File: config.mk
export PLATFORM = sky130hd
export DESIGN_NAME = cphp_host_ports
export DESIGN_NICKNAME = d
export VERILOG_FILES = /design/src/pkg/cphp_pkg.sv /design/src/cphp_key_reader.sv /design/src/cphp_host_ports.sv
export SDC_FILE = /design/constraint.sdc
export NUM_CORES = 2
export LEC_CHECK = 0
export BUFFER_PORTS_ARGS = -buffer_cell sky130_fd_sc_hd__buf_2
export CORE_ASPECT_RATIO = 0.5
export CORE_MARGIN = 1
export CORE_UTILIZATION = 50
export CTS_BUF_LIST = sky130_fd_sc_hd__clkbuf_8
export CTS_CLUSTER_DIAMETER = 30
export CTS_CLUSTER_SIZE = 12
export DETAILED_ROUTE_END_ITERATION = 12
export PLACE_DENSITY = 0.77
export SYNTH_ARGS = -nofsm -noshare
export SYNTH_HDL_FRONTEND = slang
export SYNTH_HIERARCHICAL = 1
export SYNTH_SLANG_ARGS = --single-unit
File: constraint.sdc
create_clock -name mclk_i -period 3.1 [get_ports mclk_i]
set_input_delay 0.155 -clock mclk_i [delete_from_list [all_inputs] [get_ports mclk_i]]
set_output_delay 0.155 -clock mclk_i [all_outputs]
set_load 0.02 [all_outputs]
File: src/pkg/cphp_pkg.sv
/*
  shared constants, word offsets and key reader states for the
  content protection host ports block.
  assumes one clock and a synchronous active high reset around it.
*/
package cphp_pkg;
  // =====================================================
  // widths
  localparam int unsigned CPHP_ADDR_W = 8;
  localparam int unsigned CPHP_DATA_W = 32;
  localparam int unsigned CPHP_KADDR_W = 10;
  localparam int unsigned CPHP_KQ_W = 88;
  localparam int unsigned CPHP_V2KEY_W = 32;
  localparam int unsigned CPHP_V1KEY_W = 56;
  localparam int unsigned CPHP_MSG_DEPTH = 16;
  // =====================================================
  // word offsets on the register port
  localparam logic [7:0] CPHP_OFS_CTRL = 8'h00;
  localparam logic [7:0] CPHP_OFS_STATUS = 8'h01;
  localparam logic [7:0] CPHP_OFS_V2KEY = 8'h02;
  localparam logic [7:0] CPHP_OFS_V1KEY_LO = 8'h03;
  localparam logic [7:0] CPHP_OFS_V1KEY_HI = 8'h04;
  localparam logic [7:0] CPHP_OFS_MSG_BASE = 8'h10;
  localparam int unsigned CPHP_BYTE_SHIFT = 2;
  // =====================================================
  // field positions
  localparam int unsigned CPHP_CTRL_START_BIT = 0;
  localparam int unsigned CPHP_CTRL_V1_BIT = 1;
  localparam int unsigned CPHP_CTRL_IDX_LSB = 8;
  localparam int unsigned CPHP_STS_BUSY_BIT = 0;
  localparam int unsigned CPHP_STS_DONE_BIT = 1;
  localparam int unsigned CPHP_STS_V2_BIT = 2;
  localparam int unsigned CPHP_STS_V1_BIT = 3;
  localparam int unsigned CPHP_STS_KMGMT_BIT = 4;
  localparam int unsigned CPHP_V1_ADDR_LSB = 4;
  localparam int unsigned CPHP_V1_Q_LSB = 32;
  // =====================================================
  // reset values
  localparam logic [31:0] CPHP_WORD_RST = 32'h0000_0000;
  localparam logic [9:0] CPHP_KADDR_RST = 10'h000;
  localparam logic [55:0] CPHP_V1KEY_RST = 56'h00_0000_0000_0000;
  localparam logic [5:0] CPHP_IDX_RST = 6'h00;
  // =====================================================
  // key reader states, gray along idle-wait-done
  typedef enum logic [1:0] {
    CPHP_K_IDLE = 2'b00,
    CPHP_K_WAIT = 2'b01,
    CPHP_K_DONE = 2'b11
  } cphp_kstate_t;
endpackage

File: src/cphp_key_reader.sv
/*
  key store read sequencer: drives the key address, waits on the
  store's wait line, samples the returned key one cycle later.
  assumes the store holds wait high until the key is ready.
*/
`timescale 1ns/1ps
`default_nettype none
module cphp_key_reader
  import cphp_pkg::*;
(
  input wire logic mclk_i,
  input wire logic rst_i,
  input wire logic start_i,
  input wire logic v1_i,
  input wire logic [5:0] idx_i,
  input wire logic kmem_wait_i,
  input wire logic [87:0] kmem_q_i,
  output logic [9:0] kmem_rdaddr_o,
  output logic busy_o,
  output logic done_o,
  output logic v1_o,
  output logic [55:0] data_o
);
  // =====================================================
  // state
  typedef struct packed {
    cphp_kstate_t st;
    logic v1;
    logic [9:0] addr;
    logic [55:0] data;
    logic done;
  } cphp_kr_state_t;

  localparam cphp_kr_state_t KR_RST = '{
    st: CPHP_K_IDLE, v1: 1'b0, addr: CPHP_KADDR_RST,
    data: CPHP_V1KEY_RST, done: 1'b0};

  cphp_kr_state_t kr_r;
  cphp_kr_state_t kr_nxt;

  always_comb begin
    kr_nxt = kr_r;
    kr_nxt.done = 1'b0;
    case (kr_r.st)
      CPHP_K_IDLE: begin
        if (start_i) begin
          kr_nxt.v1 = v1_i;
          if (v1_i) begin
            kr_nxt.addr = {idx_i, 4'h0};
          end else begin
            kr_nxt.addr = {6'h00, 2'b00, idx_i[1:0]};
          end
          kr_nxt.st = CPHP_K_WAIT;
        end
      end
      CPHP_K_WAIT: begin
        if (!kmem_wait_i) begin
          if (kr_r.v1) begin
            kr_nxt.data = kmem_q_i[87:32];
          end else begin
            kr_nxt.data = {24'h00_0000, kmem_q_i[31:0]};
          end
          kr_nxt.done = 1'b1;
          kr_nxt.st = CPHP_K_DONE;
        end
      end
      CPHP_K_DONE: begin
        // one idle turn keeps back to back reads apart
        kr_nxt.st = CPHP_K_IDLE;
      end
      default: begin
        kr_nxt = KR_RST;
      end
    endcase
    if (rst_i) begin
      kr_nxt = KR_RST;
    end
  end

  always_ff @(posedge mclk_i) begin
    kr_r <= kr_nxt;
  end

  assign kmem_rdaddr_o = kr_r.addr;
  assign busy_o = (kr_r.st != CPHP_K_IDLE);
  assign done_o = kr_r.done;
  assign v1_o = kr_r.v1;
  assign data_o = kr_r.data;
endmodule
`default_nettype wire

File: src/cphp_host_ports.sv
/*
  host ports of the content protection engine: word addressed
  register slave for message and key traffic, key store read port.
  assumes a processor that waits for read valid and a key store
  that follows the wait protocol; everything on mclk_i.
*/
// Operation
// - port exists only with protection enabled
// - older key kind needs no crypto clock
// - writes no wait, reads one wait
// - slave address is byte address over four
// - messages move as handshaked word bursts
// - key address fields [3:0] and [9:4]
// - key sampled one cycle after address
// - internal key option removes key read port (here the port stays, held idle at address 0)
`timescale 1ns/1ps
`default_nettype none
module cphp_host_ports
  import cphp_pkg::*;
#(
  parameter bit SUPPORT_V2 = 1'b1,
  parameter bit SUPPORT_V1 = 1'b1,
  parameter bit KEY_MGMT = 1'b0
) (
  input wire logic mclk_i,
  input wire logic rst_i,
  input wire logic [7:0] csr_addr_i,
  input wire logic csr_wr_i,
  input wire logic csr_rd_i,
  input wire logic [31:0] csr_wrdata_i,
  output logic [31:0] csr_rddata_o,
  output logic csr_rdvalid_o,
  input wire logic kmem_wait_i,
  input wire logic [87:0] kmem_q_i,
  output logic [9:0] kmem_rdaddr_o
);
  // =====================================================
  // build options
  // whole port inert unless a kind is supported
  localparam bit PORT_EN = SUPPORT_V2 | SUPPORT_V1;
  // internal keys leave the read port idle
  localparam bit EXT_KEYS = PORT_EN & ~KEY_MGMT;

  function automatic logic is_msg(input logic [7:0] a);
    is_msg = (a[7:4] == CPHP_OFS_MSG_BASE[7:4]);
  endfunction

  // =====================================================
  // state
  typedef struct packed {
    logic [31:0] rddata;
    logic rdvalid;
    logic v1sel;
    logic [5:0] idx;
    logic start;
    logic done;
    logic [31:0] v2key;
    logic [55:0] v1key;
    logic [15:0][31:0] msg;
  } cphp_top_state_t;

  localparam cphp_top_state_t TOP_RST = '{
    rddata: CPHP_WORD_RST, rdvalid: 1'b0, v1sel: 1'b0,
    idx: CPHP_IDX_RST, start: 1'b0, done: 1'b0,
    v2key: CPHP_WORD_RST, v1key: CPHP_V1KEY_RST,
    msg: '0};

  cphp_top_state_t top_r;
  cphp_top_state_t top_nxt;

  logic kr_busy;
  logic kr_done;
  logic kr_v1;
  logic [55:0] kr_data;
  logic [31:0] status_word;
  logic start_ok;

  assign status_word = {27'h000_0000, KEY_MGMT, SUPPORT_V1, SUPPORT_V2,
                        top_r.done, kr_busy};
  // older kind runs on the main clock alone
  assign start_ok = EXT_KEYS & ~kr_busy & ~top_r.start &
    (csr_wrdata_i[CPHP_CTRL_V1_BIT] ? SUPPORT_V1 : SUPPORT_V2);

  // =====================================================
  // register port and key capture
  always_comb begin
    top_nxt = top_r;
    top_nxt.start = 1'b0;
    top_nxt.rdvalid = 1'b0;
    if (PORT_EN && csr_wr_i) begin
      // writes land at this edge, no wait
      if (is_msg(csr_addr_i)) begin
        // burst words land back to back
        top_nxt.msg[csr_addr_i[3:0]] = csr_wrdata_i;
      end else if (csr_addr_i == CPHP_OFS_CTRL && !kr_busy) begin
        top_nxt.v1sel = csr_wrdata_i[CPHP_CTRL_V1_BIT];
        top_nxt.idx = csr_wrdata_i[CPHP_CTRL_IDX_LSB +: 6];
        top_nxt.start = csr_wrdata_i[CPHP_CTRL_START_BIT] & start_ok;
      end else if (csr_addr_i == CPHP_OFS_STATUS &&
                   csr_wrdata_i[CPHP_STS_DONE_BIT]) begin
        top_nxt.done = 1'b0;
      end
    end
    // a finishing read beats a clear in the same cycle
    if (kr_done) begin
      top_nxt.done = 1'b1;
      if (kr_v1) begin
        top_nxt.v1key = kr_data;
      end else begin
        top_nxt.v2key = kr_data[31:0];
      end
    end
    // read data one cycle after request
    if (PORT_EN && csr_rd_i && !csr_wr_i) begin
      top_nxt.rdvalid = 1'b1;
      if (is_msg(csr_addr_i)) begin
        top_nxt.rddata = top_r.msg[csr_addr_i[3:0]];
      end else begin
        case (csr_addr_i)
          CPHP_OFS_CTRL: begin
            top_nxt.rddata = {18'h0_0000, top_r.idx, 6'h00,
                              top_r.v1sel, 1'b0};
          end
          CPHP_OFS_STATUS: begin
            top_nxt.rddata = status_word;
          end
          CPHP_OFS_V2KEY: begin
            top_nxt.rddata = top_r.v2key;
          end
          CPHP_OFS_V1KEY_LO: begin
            top_nxt.rddata = top_r.v1key[31:0];
          end
          CPHP_OFS_V1KEY_HI: begin
            top_nxt.rddata = {8'h00, top_r.v1key[55:32]};
          end
          default: begin
            top_nxt.rddata = CPHP_WORD_RST;
          end
        endcase
      end
    end
    // reset clears control, status and keys
    if (rst_i) begin
      top_nxt = TOP_RST;
    end
  end

  always_ff @(posedge mclk_i) begin
    top_r <= top_nxt;
  end

  assign csr_rddata_o = top_r.rddata;
  assign csr_rdvalid_o = top_r.rdvalid;

  // =====================================================
  // key store sequencer
  cphp_key_reader u_key_reader (
    .mclk_i(mclk_i),
    .rst_i(rst_i),
    .start_i(top_r.start),
    .v1_i(top_r.v1sel),
    .idx_i(top_r.idx),
    .kmem_wait_i(kmem_wait_i),
    .kmem_q_i(kmem_q_i),
    .kmem_rdaddr_o(kmem_rdaddr_o),
    .busy_o(kr_busy),
    .done_o(kr_done),
    .v1_o(kr_v1),
    .data_o(kr_data)
  );
endmodule
`default_nettype wire

After elaboration in Yosys (flattened, before gate mapping) --
Cells that the tools add are included.
Storage, ports and cells: input port bits 133, bits in registers 712, word-level logic and storage cells 97
Cells by class: reduce and logical (&&, ||, !) cells 22, order comparisons 2, bitwise gates (word level) 10, equality and inequality tests 11, multiplexer cells 23
Operator list (number):
- bitwise mux 512 bit | 1
- one-hot mux 32 bit (5 select lines) | 1
- binary-select mux 32 bit (select 4 bit) | 1
- demux 32 bit (select 4 bit) | 1
- 2-to-1 mux 32 bit | 4
- one-hot mux 57 bit (2 select lines) | 1
- 2-to-1 mux 56 bit | 2
- 2-to-1 mux 89 bit | 1
- 2-to-1 mux 57 bit | 1
- one-hot mux 11 bit (2 select lines) | 1
- equality test 8 x 2 -> 1 bit (second input constant) | 2
- 2-to-1 mux 13 bit | 1
- AND reduction 2 bit | 6
- 2-to-1 mux 10 bit | 1
- equality test 8 x 1 -> 1 bit (second input constant) | 1
- equality test 8 x 3 -> 1 bit (second input constant) | 1
- zero test 8 bit | 1
- inverter 1 bit | 8
- nonzero test 2 bit | 3
- less-than comparator 4 x 5 -> 1 bit (second input constant) | 1
- 2-to-1 mux 1 bit | 5
- equality test 4 x 1 -> 1 bit (second input constant) | 1
- greater-or-equal comparator 4 x 1 -> 1 bit (second input constant) | 1
- logical AND 1 bit | 4
- 13 further kinds | 18

Logic depth before layout (Yosys ltp) --
depth after elaboration 7, mapped depth 8, depth with buffers taken out 7

Cells and area by module --
Netlist, hierarchy kept.
Modules (own cells, without submodules):
- cphp_host_ports | instances 1, sequential area each 12852.3 um^2, cells each 3542, area an instance 27994.3 um^2
- cphp_key_reader | instances 1, sequential area each 1361.3 um^2, cells each 322, area an instance 3225.6 um^2

Worst setup path after synthesis --
No wires, ideal clock.
kind input to register, start input csr_addr_i[1], end register top_r[129] in the netlist's numbering, path buffers 4, stages on the path 8, arrival 1.690 ns, setup time 0.132 ns, slack 1.278 ns, cells stage by stage buf_2 > or4b_1 > clkbuf_1 > or3_1 > clkbuf_1 > clkbuf_1 > nand2_1 > a21oi_1
Between the ends: longest elaborated chain between the ends 5
Ends and longest elaborated chain:
- start, declared | RTL line cphp_host_ports.sv:27 | input wire logic [7:0] csr_addr_i,
- less-than comparator 4 x 5 -> 1 bit (not written as such) / greater-or-equal comparator 4 x 1 -> 1 bit (equally long branches) | RTL line cphp_host_ports.sv:94 | top_nxt.msg[csr_addr_i[3:0]] = csr_wrdata_i;
- logical AND 1 bit (not written as such) | RTL line cphp_host_ports.sv:94
- 2-to-1 mux 32 bit (not written as such) | RTL line cphp_host_ports.sv:94
- demux 32 bit (select 4 bit) * | RTL line cphp_host_ports.sv:94
- bitwise mux 512 bit * | RTL line cphp_host_ports.sv:94
- end signal, assigned | RTL line cphp_host_ports.sv:149 | top_r <= top_nxt;
- end, declared | RTL line cphp_host_ports.sv:68 | cphp_top_state_t top_r;
Mark *: on every way between the ends. The rest lies on a longest branch, timed or not. A chain may end at the register's enable or synchronous reset.

Worst setup path after layout --
start register u_key_reader.kr_r (netlist bit u_key_reader/v1_o), end register u_key_reader.kr_r (netlist bit u_key_reader/data_o[29])
Between the ends: longest elaborated chain between the ends 3
Ends and longest elaborated chain:
- start, declared | RTL line cphp_key_reader.sv:38 | cphp_kr_state_t kr_r;
- start signal, assigned | RTL line cphp_key_reader.sv:81 | kr_r <= kr_nxt;
- 2-to-1 mux 56 bit | RTL line cphp_key_reader.sv:58 | if (kr_r.v1) begin
- 2-to-1 mux 57 bit | RTL line cphp_key_reader.sv:57 | if (!kmem_wait_i) begin
- one-hot mux 57 bit (2 select lines) | RTL line cphp_key_reader.sv:44 | case (kr_r.st)
No other way between the ends. The select of a mux whose other input is x is not followed.

==> impl_metrics.ini <==
[placement]
dp_slack_ns = 0.746
place_congestion = 0.899
hpwl_um = 57100
io_buffers = 173

[synth]
synthCells = 3864
synth_edf_count = 0
yosys_most_used_dff = dfxtp_1
netlist-cell-type-count = 53
yosysSeqAreaShare = 0.455
ys_warn_count = 6
synth_top_area_frac = 0.455
synth_area_per_cell_sq_um = 8.08
syn_area_sq_mm = 0.0312
synth_seq_cells = 710
async_reset_ff_frac = 0
synth.largest_area_cell = dfxtp_1
netlist_top_cells_area = dfxtp_1, nand2_1, a21oi_1

[detailed_routing]
drc = 4
drt_iter0_drc = 3326
wl_met3_um = 10200
vias_per_cell = 5.82
dr.pass1.iters = 10
wire_per_inst_um = 19.6
dr_total_vias = 27900
ant_nets = 0
met1_length_um = 37300
dr.max_layer_used = met5
wl_met2_um = 42500
drt-total-wl_um = 93800

[clock_tree]
cts_made_buffers = 99
post_cts_resized = 0
cts_root_buf = clkbuf_8
clk-insertion-delay-late_ns = 0.73
path_clk_slew_ns = 0.08
cts_sinks = 710
clk_path_buf_depth = 3
cts_tree = done
postCtsHoldBufs = 122
post_cts.repair.setup_buffers = 0
htree_num_levels = 3

[timing]
rsz0062_at_grt = no
whs_ns = 0.0588
fin_setup_tns_ns = 0
fmax_mhz = 431
setup_viol = 0
slew_headroom = 0.239
worst_slack_ns = 0.780
hold_viol_final = 0
tightestPinTransition_ns = 1.14
slew_viol_final = 0
fin_skew_ns = 0.0432
fin_crit_sh = 0.748
min_period_ns = 2.32

[worst_hold_path]
whs_path_depth = 5
min-delay-start = csr_rd_i
worst_hold_path.endpoint = csr_rddata_o[16]$_SDFFE_PP0P_
hold_path_class = in2reg

[worst_setup_path]
crit_chain = buf_4 > mux2_2 > dlygate4sd3_1 > a22oi_1 > nor2_1
crit_family = buffers and inverters
critical_path.max_fanout = 26
r2r_end = u_key_reader/data_o[29]$_SDFFE_PP0P_
r2r_start = u_key_reader/v1_o$_SDFFE_PP0P_
slowest_stage = dlygate4sd3_1
worstSetupPathType = reg2reg
timing.critical_path.buf_inv = 2
r2r_cells = 5
required_ns = 3.67
end_kind = register
rrSetupSlack_ns = 0.78
start_kind = register
arrival_ns = 2.89
critPathMaxStageDelay_ns = 0.57

[power_and_ir_drop]
p_total_uw = 19000
ir_drop_v = 0.000300
powerDensity_mw_per_mm2 = 539
power_leakage_uw = 0.0122

[finish]
syn_to_final_growth_pct = 13.1
finalCoreUtilization = 0.575
final_common_cell = nand2_1
drive_gt1_frac = 0.140
layout_common_cells = nand2_1, dfxtp_1, a21oi_1, mux2i_1, buf_2
final_nets = 4024

[global_route]
grt_pass1_wl_um = 145000
grt_pass1_vias = 26400
grt_overflow = 0
grt_use_total = 0.288
grt_antenna_before_repair = 4
grt_max_degree = 174

[floorplanning]
rows = 64
core_area_sq_mm = 0.0614
die_x_um = 355
dieArea_sq_mm = 0.0635
start_util = 0.508
io_pins = 176
dieHeight_um = 179

[status]
violations = design-rule violations
status = complete, but fails checks

[job]
cap_violations = 0
## metal layers
| metal | GRT usage | vias up |
|---|---|---|
| li1 | - | 13000 |
| met1 | 0.364 | 13300 |
| met2 | 0.462 | 1363 |
| met3 | 0.0779 | 241 |
| met4 | 0.131 | 2 |
| met5 | 0 | - |
## flip-flops by register name, summed over array words and instances (netlist names)
register	flops
u_key_reader/done_o	1
top_r	608
status_word	1
u_key_reader/kmem_rdaddr_o	8
csr_rdvalid_o	1
u_key_reader/v1_o	1
u_key_reader/kr_r	2
csr_rddata_o	32
u_key_reader/data_o	56
## stage by stage
step / cell area (sq um) / std cells
final: 35300 / 4796
after global routing: 35300 / 4796
after CTS: 35300 / 4795
after detailed placement: 31700 / 4488
after global placement: 31700 / 4488
after floorplan: 31200 / 3865
## worst max path at each step
stage	startpoint	endpoint	slack (ns)	cells after the start
after global routing	u_key_reader/v1_o$_SDFFE_PP0P_	u_key_reader/data_o[27]$_SDFFE_PP0P_	0.65	5
after global placement	csr_addr_i[0]	csr_rddata_o[12]$_SDFFE_PP0P_	0.77	7
after detailed placement	csr_wr_i	csr_rddata_o[0]$_SDFFE_PP0P_	0.75	6
after floorplan	csr_addr_i[1]	top_r[129]$_SDFFE_PP0P_	1.28	8
final	u_key_reader/v1_o$_SDFFE_PP0P_	u_key_reader/data_o[29]$_SDFFE_PP0P_	0.78	5
after CTS	u_key_reader/v1_o$_SDFFE_PP0P_	u_key_reader/data_o[29]$_SDFFE_PP0P_	0.79	5
## logic make-up (layout without fill, tap and decap cells)
family	count (synthesis)	count (layout)	share of synthesized area
other	1	3	0.000120
buffers and inverters	509	614	0.0804
adders and majority gates	5	5	0.00200
DFF	710	710	0.455
and+or+nand+nor	1444	1444	0.190
AOI/OAI and AO/OA	905	905	0.168
muxes	290	290	0.103
## synthesized netlist by cell type, types with 2 or more instances
cell type	count
mux2i_1	217
a21oi_1	624
o21ai_0	3
nor4_4	8
or4b_1	3
inv_1	41
or2_2	2
nor2b_1	9
or3_1	2
buf_4	102
and2_1	5
a221oi_1	3
and4_1	3
mux4_2	21
a311oi_1	16
ha_1	5
dfxtp_1	710
or4_1	2
clkbuf_1	235
o21ai_1	7
nand3_1	69
nand2_1	1219
nor4_2	6
a31oi_1	16
nor3_1	18
mux2_2	52
buf_6	11
o31ai_1	21
a22oi_1	140
nor2_1	60
buf_2	108
or3b_2	6
o21bai_1	16
nand4_1	17
nand2b_1	5
buf_1	12
a22o_1	29
a211oi_1	26
## worst min-delay path: cells and delay by family
kind            cells  cell delay, ns
compound gates      3            0.27
buf+inv             1            0.14
simple gates        1            0.14
## area by class of cell
cell class	instances	area (sq um)
Inverter	41	154
Sequential cell	710	14200
Timing Repair Buffer	388	2940
Clock buffer	106	1460
Multi-Input combinational cell	2646	14600
Fill cell	5258	26100
Tap cell	825	1030
Clock inverter	79	875
Antenna cell	1	2.50
## power by group
| part | total [uW] | internal [uW] | switching [uW] |
|---|---|---|---|
| clock network | 8440 | 4430 | 4010 |
| registers | 9200 | 9150 | 40.9 |
| logic | 1390 | 481 | 911 |
Note: power is estimated with default switching activity, not from simulation.
